File: src/icdu_pkg.sv
// constants, types and helpers for the internal clock divider unit
// assumes one oscillator period equals one core_clk cycle
package icdu_pkg;

    ////////////////////////////////////////////////////////////////////////
    // register indices; byte address is four times the index
    localparam logic [7:0] IDX_MODE  = 8'h01;
    localparam logic [7:0] IDX_UART  = 8'h0F;
    localparam logic [7:0] IDX_TMR1  = 8'h12;
    localparam logic [7:0] IDX_TMR2  = 8'h13;
    localparam logic [7:0] IDX_STAT  = 8'h20;

    // field positions
    localparam int unsigned MODE_CPU_LSB = 0;
    localparam int unsigned MODE_BUS_LSB = 2;
    localparam int unsigned LOW_LSB      = 0;
    localparam int unsigned HIGH_LSB     = 4;

    // values after reset
    localparam logic [7:0] RST_MODE = 8'h00;
    localparam logic [7:0] RST_UART = 8'h77;
    localparam logic [7:0] RST_TMR1 = 8'h77;
    localparam logic [7:0] RST_TMR2 = 8'h00;

    // divider codes
    localparam logic [1:0] CPU_DIV1    = 2'h0;
    localparam logic [1:0] CPU_DIV2    = 2'h1;
    localparam logic [1:0] CPU_DIV3    = 2'h2;
    localparam logic [1:0] CPU_DIV4    = 2'h3;
    localparam logic [1:0] BUS_DIV4    = 2'h0;
    localparam logic [1:0] BUS_DIV3    = 2'h1;
    localparam logic [1:0] BUS_DIV2    = 2'h2;
    localparam logic [1:0] BUS_ILLEGAL = 2'h3;

    // cycles without a register write before phase checks apply
    localparam logic [5:0] QUIET_CYCLES = 6'h28;

    ////////////////////////////////////////////////////////////////////////
    // phase lengths are stored as length minus one
    typedef struct packed {
        logic [3:0] high;
        logic [3:0] low;
    } icdu_phase_type;

    typedef struct packed {
        logic lvl;
        logic rise;
        logic fall;
    } icdu_edge_type;

    typedef enum logic {PH_LOW, PH_HIGH} icdu_state_type;

    function automatic logic [7:0] icdu_byte_addr(input logic [7:0] idx);
        return {idx[5:0], 2'h0};
    endfunction : icdu_byte_addr

    function automatic icdu_phase_type icdu_cpu_phase(input logic [1:0] sel);
        icdu_phase_type p;
        p = '0;
        case (sel)
            CPU_DIV3: p.low  = 4'h1;
            CPU_DIV4: p = '{high: 4'h1, low: 4'h1};
            default:  p = '0;
        endcase
        return p;
    endfunction : icdu_cpu_phase

    function automatic icdu_phase_type icdu_bus_phase(input logic [1:0] sel);
        icdu_phase_type p;
        p = '0;
        case (sel)
            BUS_DIV4: p = '{high: 4'h1, low: 4'h1};
            BUS_DIV3: p.low = 4'h1;
            default:  p = '0;
        endcase
        return p;
    endfunction : icdu_bus_phase

endpackage : icdu_pkg

File: src/icdu_phase_gen.sv
// low/high phase clock generator advancing on a tick
// assumes cfg may change at any time; it is sampled only at a low-phase start, or every cycle while bypass is high
`timescale 1ns/1ps
module icdu_phase_gen (
    // clock and reset
    input  wire logic                     core_clk,
    input  wire logic                     resetn,
    // control
    input  wire logic                     adv,
    input  wire logic                     bypass,
    input  wire icdu_pkg::icdu_phase_type cfg,
    // generated clock
    output icdu_pkg::icdu_edge_type       clk_o,
    output logic [4:0]                    span
);
    import icdu_pkg::*;

    icdu_state_type state_ff;
    logic [3:0]     cnt_ff;
    icdu_phase_type cur_ff;
    logic           rise_ff;
    logic           fall_ff;
    logic [4:0]     span_ff;
    logic           done;

    assign done = adv && !bypass && (cnt_ff == ((state_ff == PH_LOW) ? cur_ff.low : cur_ff.high));

    ////////////////////////////////////////////////////////////////////////
    // new lengths only at the high-to-low boundary or while bypass is high, so no runt phase
    always_ff @(posedge core_clk or negedge resetn) begin
        if (!resetn) begin
            state_ff <= PH_HIGH;
            cur_ff   <= '0;
        end else if (bypass) begin
            state_ff <= PH_HIGH;
            cur_ff   <= cfg;
        end else if (done) begin
            case (state_ff)
                PH_HIGH: begin
                    state_ff <= PH_LOW;
                    cur_ff   <= cfg;
                end
                PH_LOW: begin
                    state_ff <= PH_HIGH;
                end
                default: begin
                    state_ff <= PH_HIGH;
                end
            endcase
        end
    end

    always_ff @(posedge core_clk or negedge resetn) begin
        if (!resetn) begin
            cnt_ff <= 4'h0;
        end else if (bypass || done) begin
            cnt_ff <= 4'h0;
        end else if (adv) begin
            cnt_ff <= cnt_ff + 4'h1;
        end
    end

    // edge pulses and length of the phase just ended, in ticks
    always_ff @(posedge core_clk or negedge resetn) begin
        if (!resetn) begin
            rise_ff <= 1'b0;
            fall_ff <= 1'b0;
            span_ff <= 5'h00;
        end else begin
            rise_ff <= bypass ? adv : (done && state_ff == PH_LOW);
            fall_ff <= done && state_ff == PH_HIGH;
            if (done) begin
                span_ff <= {1'b0, cnt_ff} + 5'h01;
            end
        end
    end

    assign clk_o = '{lvl: (state_ff == PH_HIGH), rise: rise_ff, fall: fall_ff};
    assign span  = span_ff;

endmodule : icdu_phase_gen

File: src/icdu_top.sv
// internal clock divider unit: processor, bus, uart and timer clocks
// assumes core_clk is the main oscillator input and an APB master
//
// Operation
// - The processor clock divides the oscillator by 1, 2, 3 or 4 for codes 00 to 11.
// - Processor phases are 1/1 for divide-by-2, 2 low 1 high for 3, and 2/2 for 4 oscillator periods.
// - The bus clock divides the processor clock by 4, 3 or 2 for codes 00 to 10; code 11 is illegal.
// - Bus phases are 2/2, 2 low 1 high and 1/1 processor periods for divide-by 4, 3 and 2.
// - Both divider fields live in the clock divider mode register at index 01.
// - The uart clock low phase lasts its low count plus one oscillator periods, set at index 0F.
// - The uart clock high phase lasts its high count plus one periods; the period is their sum.
// - The timer clock low phase normally lasts its low count plus one periods, set at index 12.
// - When the alternate trigger count is reached, that one low phase uses the alternate count plus one.
// - The timer clock high phase lasts its high count plus one periods, set at index 12.
`timescale 1ns/1ps
module icdu_top (
    // clock and reset
    input  wire logic               core_clk,
    input  wire logic               resetn,
    // apb slave
    input  wire logic               psel,
    input  wire logic               penable,
    input  wire logic               pwrite,
    input  wire logic [7:0]         paddr,
    input  wire logic [31:0]        pwdata,
    input  wire logic [3:0]         pstrb,
    output logic [31:0]             prdata,
    output logic                    pready,
    output logic                    pslverr,
    // generated clocks
    output icdu_pkg::icdu_edge_type processor_clock,
    output icdu_pkg::icdu_edge_type bus_clock,
    output icdu_pkg::icdu_edge_type uart_clock,
    output icdu_pkg::icdu_edge_type timer_clock
);
    import icdu_pkg::*;

    logic [7:0]     clock_divider_mode_ff;
    logic [7:0]     uart_clock_control_ff;
    logic [7:0]     timer_clock_control_one_ff;
    logic [7:0]     timer_clock_control_two_ff;
    logic [31:0]    prdata_ff;
    logic [3:0]     tcyc_ff;
    logic           alt_used_ff;
    logic [5:0]     quiet_ff;

    logic [1:0]     processor_divide_select;
    logic [1:0]     bus_divide_select;
    logic [3:0]     uart_low_count;
    logic [3:0]     uart_high_count;
    logic [3:0]     timer_low_count;
    logic [3:0]     timer_high_count;
    logic [3:0]     timer_alternate_trigger_count;
    logic [3:0]     timer_alternate_low_count;

    logic           hit_mode;
    logic           hit_uart;
    logic           hit_tmr1;
    logic           hit_tmr2;
    logic           hit_stat;
    logic           mapped;
    logic           bad_bus;
    logic           wr_en;
    logic [7:0]     rd_byte;
    logic           quiet;

    icdu_phase_type cpu_cfg;
    icdu_phase_type bus_cfg;
    icdu_phase_type uart_cfg;
    icdu_phase_type tmr_cfg;
    logic [4:0]     cpu_span;
    logic [4:0]     bus_span;
    logic [4:0]     uart_span;
    logic [4:0]     tmr_span;

    ////////////////////////////////////////////////////////////////////////
    // field extraction
    assign processor_divide_select       = clock_divider_mode_ff[MODE_CPU_LSB +: 2];
    assign bus_divide_select             = clock_divider_mode_ff[MODE_BUS_LSB +: 2];
    assign uart_low_count                = uart_clock_control_ff[LOW_LSB +: 4];
    assign uart_high_count               = uart_clock_control_ff[HIGH_LSB +: 4];
    assign timer_low_count               = timer_clock_control_one_ff[LOW_LSB +: 4];
    assign timer_high_count              = timer_clock_control_one_ff[HIGH_LSB +: 4];
    assign timer_alternate_trigger_count = timer_clock_control_two_ff[LOW_LSB +: 4];
    assign timer_alternate_low_count     = timer_clock_control_two_ff[HIGH_LSB +: 4];

    ////////////////////////////////////////////////////////////////////////
    // apb decode; zero wait states, read data captured in the setup cycle
    assign hit_mode = (paddr == icdu_byte_addr(IDX_MODE));
    assign hit_uart = (paddr == icdu_byte_addr(IDX_UART));
    assign hit_tmr1 = (paddr == icdu_byte_addr(IDX_TMR1));
    assign hit_tmr2 = (paddr == icdu_byte_addr(IDX_TMR2));
    assign hit_stat = (paddr == icdu_byte_addr(IDX_STAT));
    assign mapped   = hit_mode || hit_uart || hit_tmr1 || hit_tmr2 || hit_stat;
    // illegal bus code is refused rather than stored
    assign bad_bus  = hit_mode && pwrite && pstrb[0] && (pwdata[MODE_BUS_LSB +: 2] == BUS_ILLEGAL);
    assign pready   = psel && penable;
    assign pslverr  = psel && penable && (!mapped || bad_bus);
    assign wr_en    = psel && penable && pwrite && pstrb[0] && !pslverr;
    assign prdata   = prdata_ff;

    always_comb begin
        rd_byte = 8'h00;
        if (hit_mode) begin
            rd_byte = clock_divider_mode_ff;
        end else if (hit_uart) begin
            rd_byte = uart_clock_control_ff;
        end else if (hit_tmr1) begin
            rd_byte = timer_clock_control_one_ff;
        end else if (hit_tmr2) begin
            rd_byte = timer_clock_control_two_ff;
        end else if (hit_stat) begin
            rd_byte = {timer_clock.lvl, uart_clock.lvl, bus_clock.lvl, processor_clock.lvl, tcyc_ff};
        end
    end

    always_ff @(posedge core_clk or negedge resetn) begin
        if (!resetn) begin
            prdata_ff <= 32'h00000000;
        end else if (psel && !penable && !pwrite) begin
            prdata_ff <= {24'h000000, rd_byte};
        end
    end

    always_ff @(posedge core_clk or negedge resetn) begin
        if (!resetn) begin
            clock_divider_mode_ff      <= RST_MODE;
            uart_clock_control_ff      <= RST_UART;
            timer_clock_control_one_ff <= RST_TMR1;
            timer_clock_control_two_ff <= RST_TMR2;
        end else if (wr_en) begin
            if (hit_mode) begin
                clock_divider_mode_ff <= {4'h0, pwdata[3:0]};
            end
            if (hit_uart) begin
                uart_clock_control_ff <= pwdata[7:0];
            end
            if (hit_tmr1) begin
                timer_clock_control_one_ff <= pwdata[7:0];
            end
            if (hit_tmr2) begin
                timer_clock_control_two_ff <= pwdata[7:0];
            end
        end
    end

    ////////////////////////////////////////////////////////////////////////
    // clock generators; uart and timer tick every oscillator period
    assign cpu_cfg  = icdu_cpu_phase(processor_divide_select);
    assign bus_cfg  = icdu_bus_phase(bus_divide_select);
    assign uart_cfg = '{high: uart_high_count, low: uart_low_count};
    assign tmr_cfg  = '{high: timer_high_count,
                        low:  (tcyc_ff == timer_alternate_trigger_count) ?
                              timer_alternate_low_count : timer_low_count};

    // divide-by-1 cannot toggle inside one period: level held high, rise every cycle
    icdu_phase_gen u_cpu (
        .core_clk (core_clk),
        .resetn   (resetn),
        .adv      (1'b1),
        .bypass   (processor_divide_select == CPU_DIV1),
        .cfg      (cpu_cfg),
        .clk_o    (processor_clock),
        .span     (cpu_span)
    );

    // bus clock counts processor clock periods
    icdu_phase_gen u_bus (
        .core_clk (core_clk),
        .resetn   (resetn),
        .adv      (processor_clock.rise),
        .bypass   (1'b0),
        .cfg      (bus_cfg),
        .clk_o    (bus_clock),
        .span     (bus_span)
    );

    icdu_phase_gen u_uart (
        .core_clk (core_clk),
        .resetn   (resetn),
        .adv      (1'b1),
        .bypass   (1'b0),
        .cfg      (uart_cfg),
        .clk_o    (uart_clock),
        .span     (uart_span)
    );

    icdu_phase_gen u_tmr (
        .core_clk (core_clk),
        .resetn   (resetn),
        .adv      (1'b1),
        .bypass   (1'b0),
        .cfg      (tmr_cfg),
        .clk_o    (timer_clock),
        .span     (tmr_span)
    );

    ////////////////////////////////////////////////////////////////////////
    // timer cycle counter; steps at each low-phase start, so it is settled when the next low
    // length is sampled even with a one-period high phase, and alt_used_ff tags the low just begun
    always_ff @(posedge core_clk or negedge resetn) begin
        if (!resetn) begin
            tcyc_ff     <= 4'h0;
            alt_used_ff <= 1'b0;
        end else if (timer_clock.fall) begin
            alt_used_ff <= (tcyc_ff == timer_alternate_trigger_count);
            tcyc_ff     <= (tcyc_ff == timer_alternate_trigger_count) ? 4'h0 : tcyc_ff + 4'h1;
        end
    end

    ////////////////////////////////////////////////////////////////////////
    // checks; phase lengths only judged once settings have been quiet a while, except the uart runt check which always applies
    always_ff @(posedge core_clk or negedge resetn) begin
        if (!resetn) begin
            quiet_ff <= 6'h00;
        end else if (wr_en) begin
            quiet_ff <= 6'h00;
        end else if (quiet_ff != QUIET_CYCLES) begin
            quiet_ff <= quiet_ff + 6'h01;
        end
    end
    assign quiet = (quiet_ff == QUIET_CYCLES);
endmodule : icdu_top

File: config.mk
export PLATFORM = sky130hd
export DESIGN_NAME = icdu_top
export DESIGN_NICKNAME = d
export VERILOG_FILES = /design/src/icdu_pkg.sv /design/src/icdu_phase_gen.sv /design/src/icdu_top.sv
export SDC_FILE = /design/constraint.sdc
export NUM_CORES = 1
export LEC_CHECK = 0
export ABC_AREA = 1
export BUFFER_PORTS_ARGS = -buffer_cell sky130_fd_sc_hd__buf_4
export CORE_MARGIN = 4
export CORE_UTILIZATION = 32
export CTS_CLUSTER_SIZE = 24
export DETAILED_ROUTE_END_ITERATION = 10
export PLACE_DENSITY_LB_ADDON = 0.08
export SLEW_MARGIN = 20
export SYNTH_ARGS = -nofsm -noshare
export SYNTH_HDL_FRONTEND = slang
export SYNTH_SLANG_ARGS = --single-unit
File: constraint.sdc
create_clock -name core_clk -period 2.1 [get_ports core_clk]
set_clock_uncertainty 0.2 [all_clocks]
set_input_delay 0.21 -clock core_clk [delete_from_list [all_inputs] [get_ports core_clk]]
set_output_delay 0.21 -clock core_clk [all_outputs]
set_load 0.02 [all_outputs]
==> out/qor.txt <==
Period minus WS final: 1.877 ns
Min-delay worst type: in2reg
Remaining max-slew budget at the tightest pin: 0.6246
Clock insertion delay at the later pin of the skew report: 0.34 ns
Total power density per cell area: 790.1 mW/mm^2
Multi-input gate area in the final layout: 0.002019 mm^2
Total Routed Length: 11330 um
Wirelength per Cell: 14.02 um
Slew Viols, Final: 0
Net count reported at finish: 673
Leakage power: 2.871 nW
Wire length of the first global-routing pass: 18710 um
Die area: 0.01687 mm^2
Via density per instance: 4.573
Most frequent standard cell in the layout excluding fill and tap cells: nand2_1
Standard-cell rows: 44
Count of flip-flops with a built-in enable after synthesis: 0
Final Cycle Share: 0.8936
Fraction of layout instances using a drive strength above 1: 0.2131
Unrepaired setup endpoints after global routing: false
Number of antenna violations at the first check in global routing: 0
Total Negative Setup Slacks: 0 ns
Post-CTS clock slew at the launch and capture registers of the worst setup and hold paths: 0.06 ns
Element type at the critical path end: register
Count of unresolved DRC violations after routing: 0
GRT Util Overall: 0.1432
Final Hold Viols: 0
Maximum number of pins on one net before global-route repair: 42
Number of fill cells in the layout: 1512
Deepest clock path buffer count: 2
Clock tree root driver cell: clkbuf_16
N_diodes: 0
Sequential standard cell area: 0.002222 mm^2
Endpoint arrival time on the critical path: 1.91 ns
Critical path class: reg2reg
Number of top-level pins: 95
Via count of the first global-routing pass: 3572
Final core utilization: 0.3797
Die height: 129.9 um
Total of warnings raised by yosys: 0
Status: finished clean
Placed wire-length estimate: 8526 um
Clk sink count: 88
P&R area growth vs syn: 16.11%
Final ANT Viol Nets: 0
Post-route standard cell area excluding fillers: 0.005519 mm^2
Placer Congestion: 0.7902
Highest-count cells in the layout ignoring fill and taps: 186 x nand2_1, 72 x dfrtp_1, 57 x buf_4
Number of cells produced by synthesis: 568
CORE AREA: 0.01453 mm^2
Distinct cells, synth: 35
Max-cap viol count: 0
Effective utilization at floorplan: 0.3270
Post-Synthesis Mean Instance Area: 8.369 um^2
Number of setup violations in the final report: 0
Floorplan die width: 129.9 um
Total Power: 0.004361 W
Crit path max fanout: 17
Count of input and output buffers: 43
H-tree level count: 3
Worst EP required: 2.13 ns
Vias after detailed routing: 3695
Highest Clock Rate: 532.9 MHz
Startpoint class of the critical path: register
Proportion of synthesized chip area in sequential cells: 0.4675
Cell area reported after detailed placement: 0.005161 mm^2
Number of DRC markers in iteration 0: 199
Congestion Overflow GR: 0
Clock buffer count from CTS: 9
First-pass detailed-route iteration total: 4
Cell area after synthesis: 0.004753 mm^2
Count of state elements after synthesis: 88
Slew at the pin with the worst max-slew slack: 0.5630 ns
Proportion of synthesized flip-flops having asynchronous set or reset: 1.000
Predominant post-synthesis flop cell: dfrtp_1
Worst IR drop on VDD: 0.3592 mV
CTS tree: built
-- critical path, stage by stage, from the launching register on --
cell and delay (ns):
dfstp_2 0.60, inv_4 0.06, nand2_1 0.06, nand2_1 0.06, xor2_1 0.15, nor2_2 0.17, nand3_4 0.24, nand2_1 0.16
o21ai_2 0.06
-- registers in the layout, indices dropped and copies added, names as in the netlist, 8 cells and up --
signal / count
u_uart.cur_ff: 8
u_tmr.cur_ff: 8
timer_clock_control_one_ff: 8
uart_cfg: 8
prdata: 8
timer_clock_control_two_ff: 8
-- worst paths after layout --
check,depth (start not counted),slack [ns],startpoint,to
max,8,0.22,u_uart.state_ff,u_uart.cur_ff[6]
min,5,0.15,pstrb[0],timer_clock_control_one_ff[6]
min in group asynchronous,2,0.21,resetn,u_uart.cnt_ff[2]
min reg2reg,2,0.27,uart_cfg[0],uart_cfg[0]
max in group asynchronous,3,0.86,resetn,timer_clock_control_one_ff[0]
max reg2reg,8,0.22,u_uart.state_ff,u_uart.cur_ff[6]
-- stage by stage --
stage	cells	setup WS, ns	hold slack (ns)
after global routing	808	0.05899	0.1876
after global placement	783	0.1666	0.04720
after detailed placement	783	0.1890	0.05568
after floorplan	591	0.3152	-0.2856
after CTS	808	0.1970	0.1367
final	808	0.2235	0.1486
-- metal layers --
metal | wire length [um] | global-route usage
met1 | 5349 | 0.2010
met2 | 5180 | 0.2223
met3 | 601 | 0.02333
met4 | 197 | 0.05501
met5 | 0 | 0
-- cells by family after synthesis --
| family | after synthesis | synth area share |
|---|---|---|
| buffers and inverters | 109 | 0.1258 |
| other | 1 | 0.0007889 |
| adder cells (fa/ha/maj) | 5 | 0.01316 |
| XOR/XNOR | 24 | 0.04422 |
| flip-flops | 88 | 0.4675 |
| AO/OA/AOI/OAI | 46 | 0.05765 |
| AND/OR/NAND/NOR | 295 | 0.2909 |
-- synthesized netlist by cell type (all sizes together), types with 2 or more instances --
cell,n,area (um^2)
nand2,193,747.0
nor2,43,206.4
dfstp,16,420.4
a21oi,13,65.06
buf,48,365.4
clkinv,2,8.750
ha,5,62.56
o22ai,2,12.51
xnor2,10,87.58
o2111ai,3,26.28
nand4,36,276.5
clkbuf,3,11.26
nand3,19,130.1
xor2,14,122.6
dfrtp,72,1802
o21ai,28,170.2
nor3,3,15.01
inv,56,212.7
-- area by class of cell --
| class | instances | area share |
|---|---|---|
| Sequential cell | 88 | 0.4026 |
| Clock buffer | 13 | 0.04534 |
| Clock inverter | 3 | 0.003174 |
| Tap cell | 184 | 0.04171 |
| Multi-Input combinational cell | 394 | 0.3659 |
| Inverter | 58 | 0.04013 |
| Timing Repair Buffer | 68 | 0.1011 |
-- what timing repair did --
item | in CTS | in global routing
resized for setup | 0 | 0
endpoints found under the hold margin | 60 | 0
buffers inserted | 0 | 0
hold buffers | 9 | 0
-- where the power goes --
part / switching [W] / internal, W
clock network: 0.000649 / 0.000832
logic: 0.000576 / 0.000336
registers: 0.000114 / 0.00186
Power figures use the tool's default switching activity.
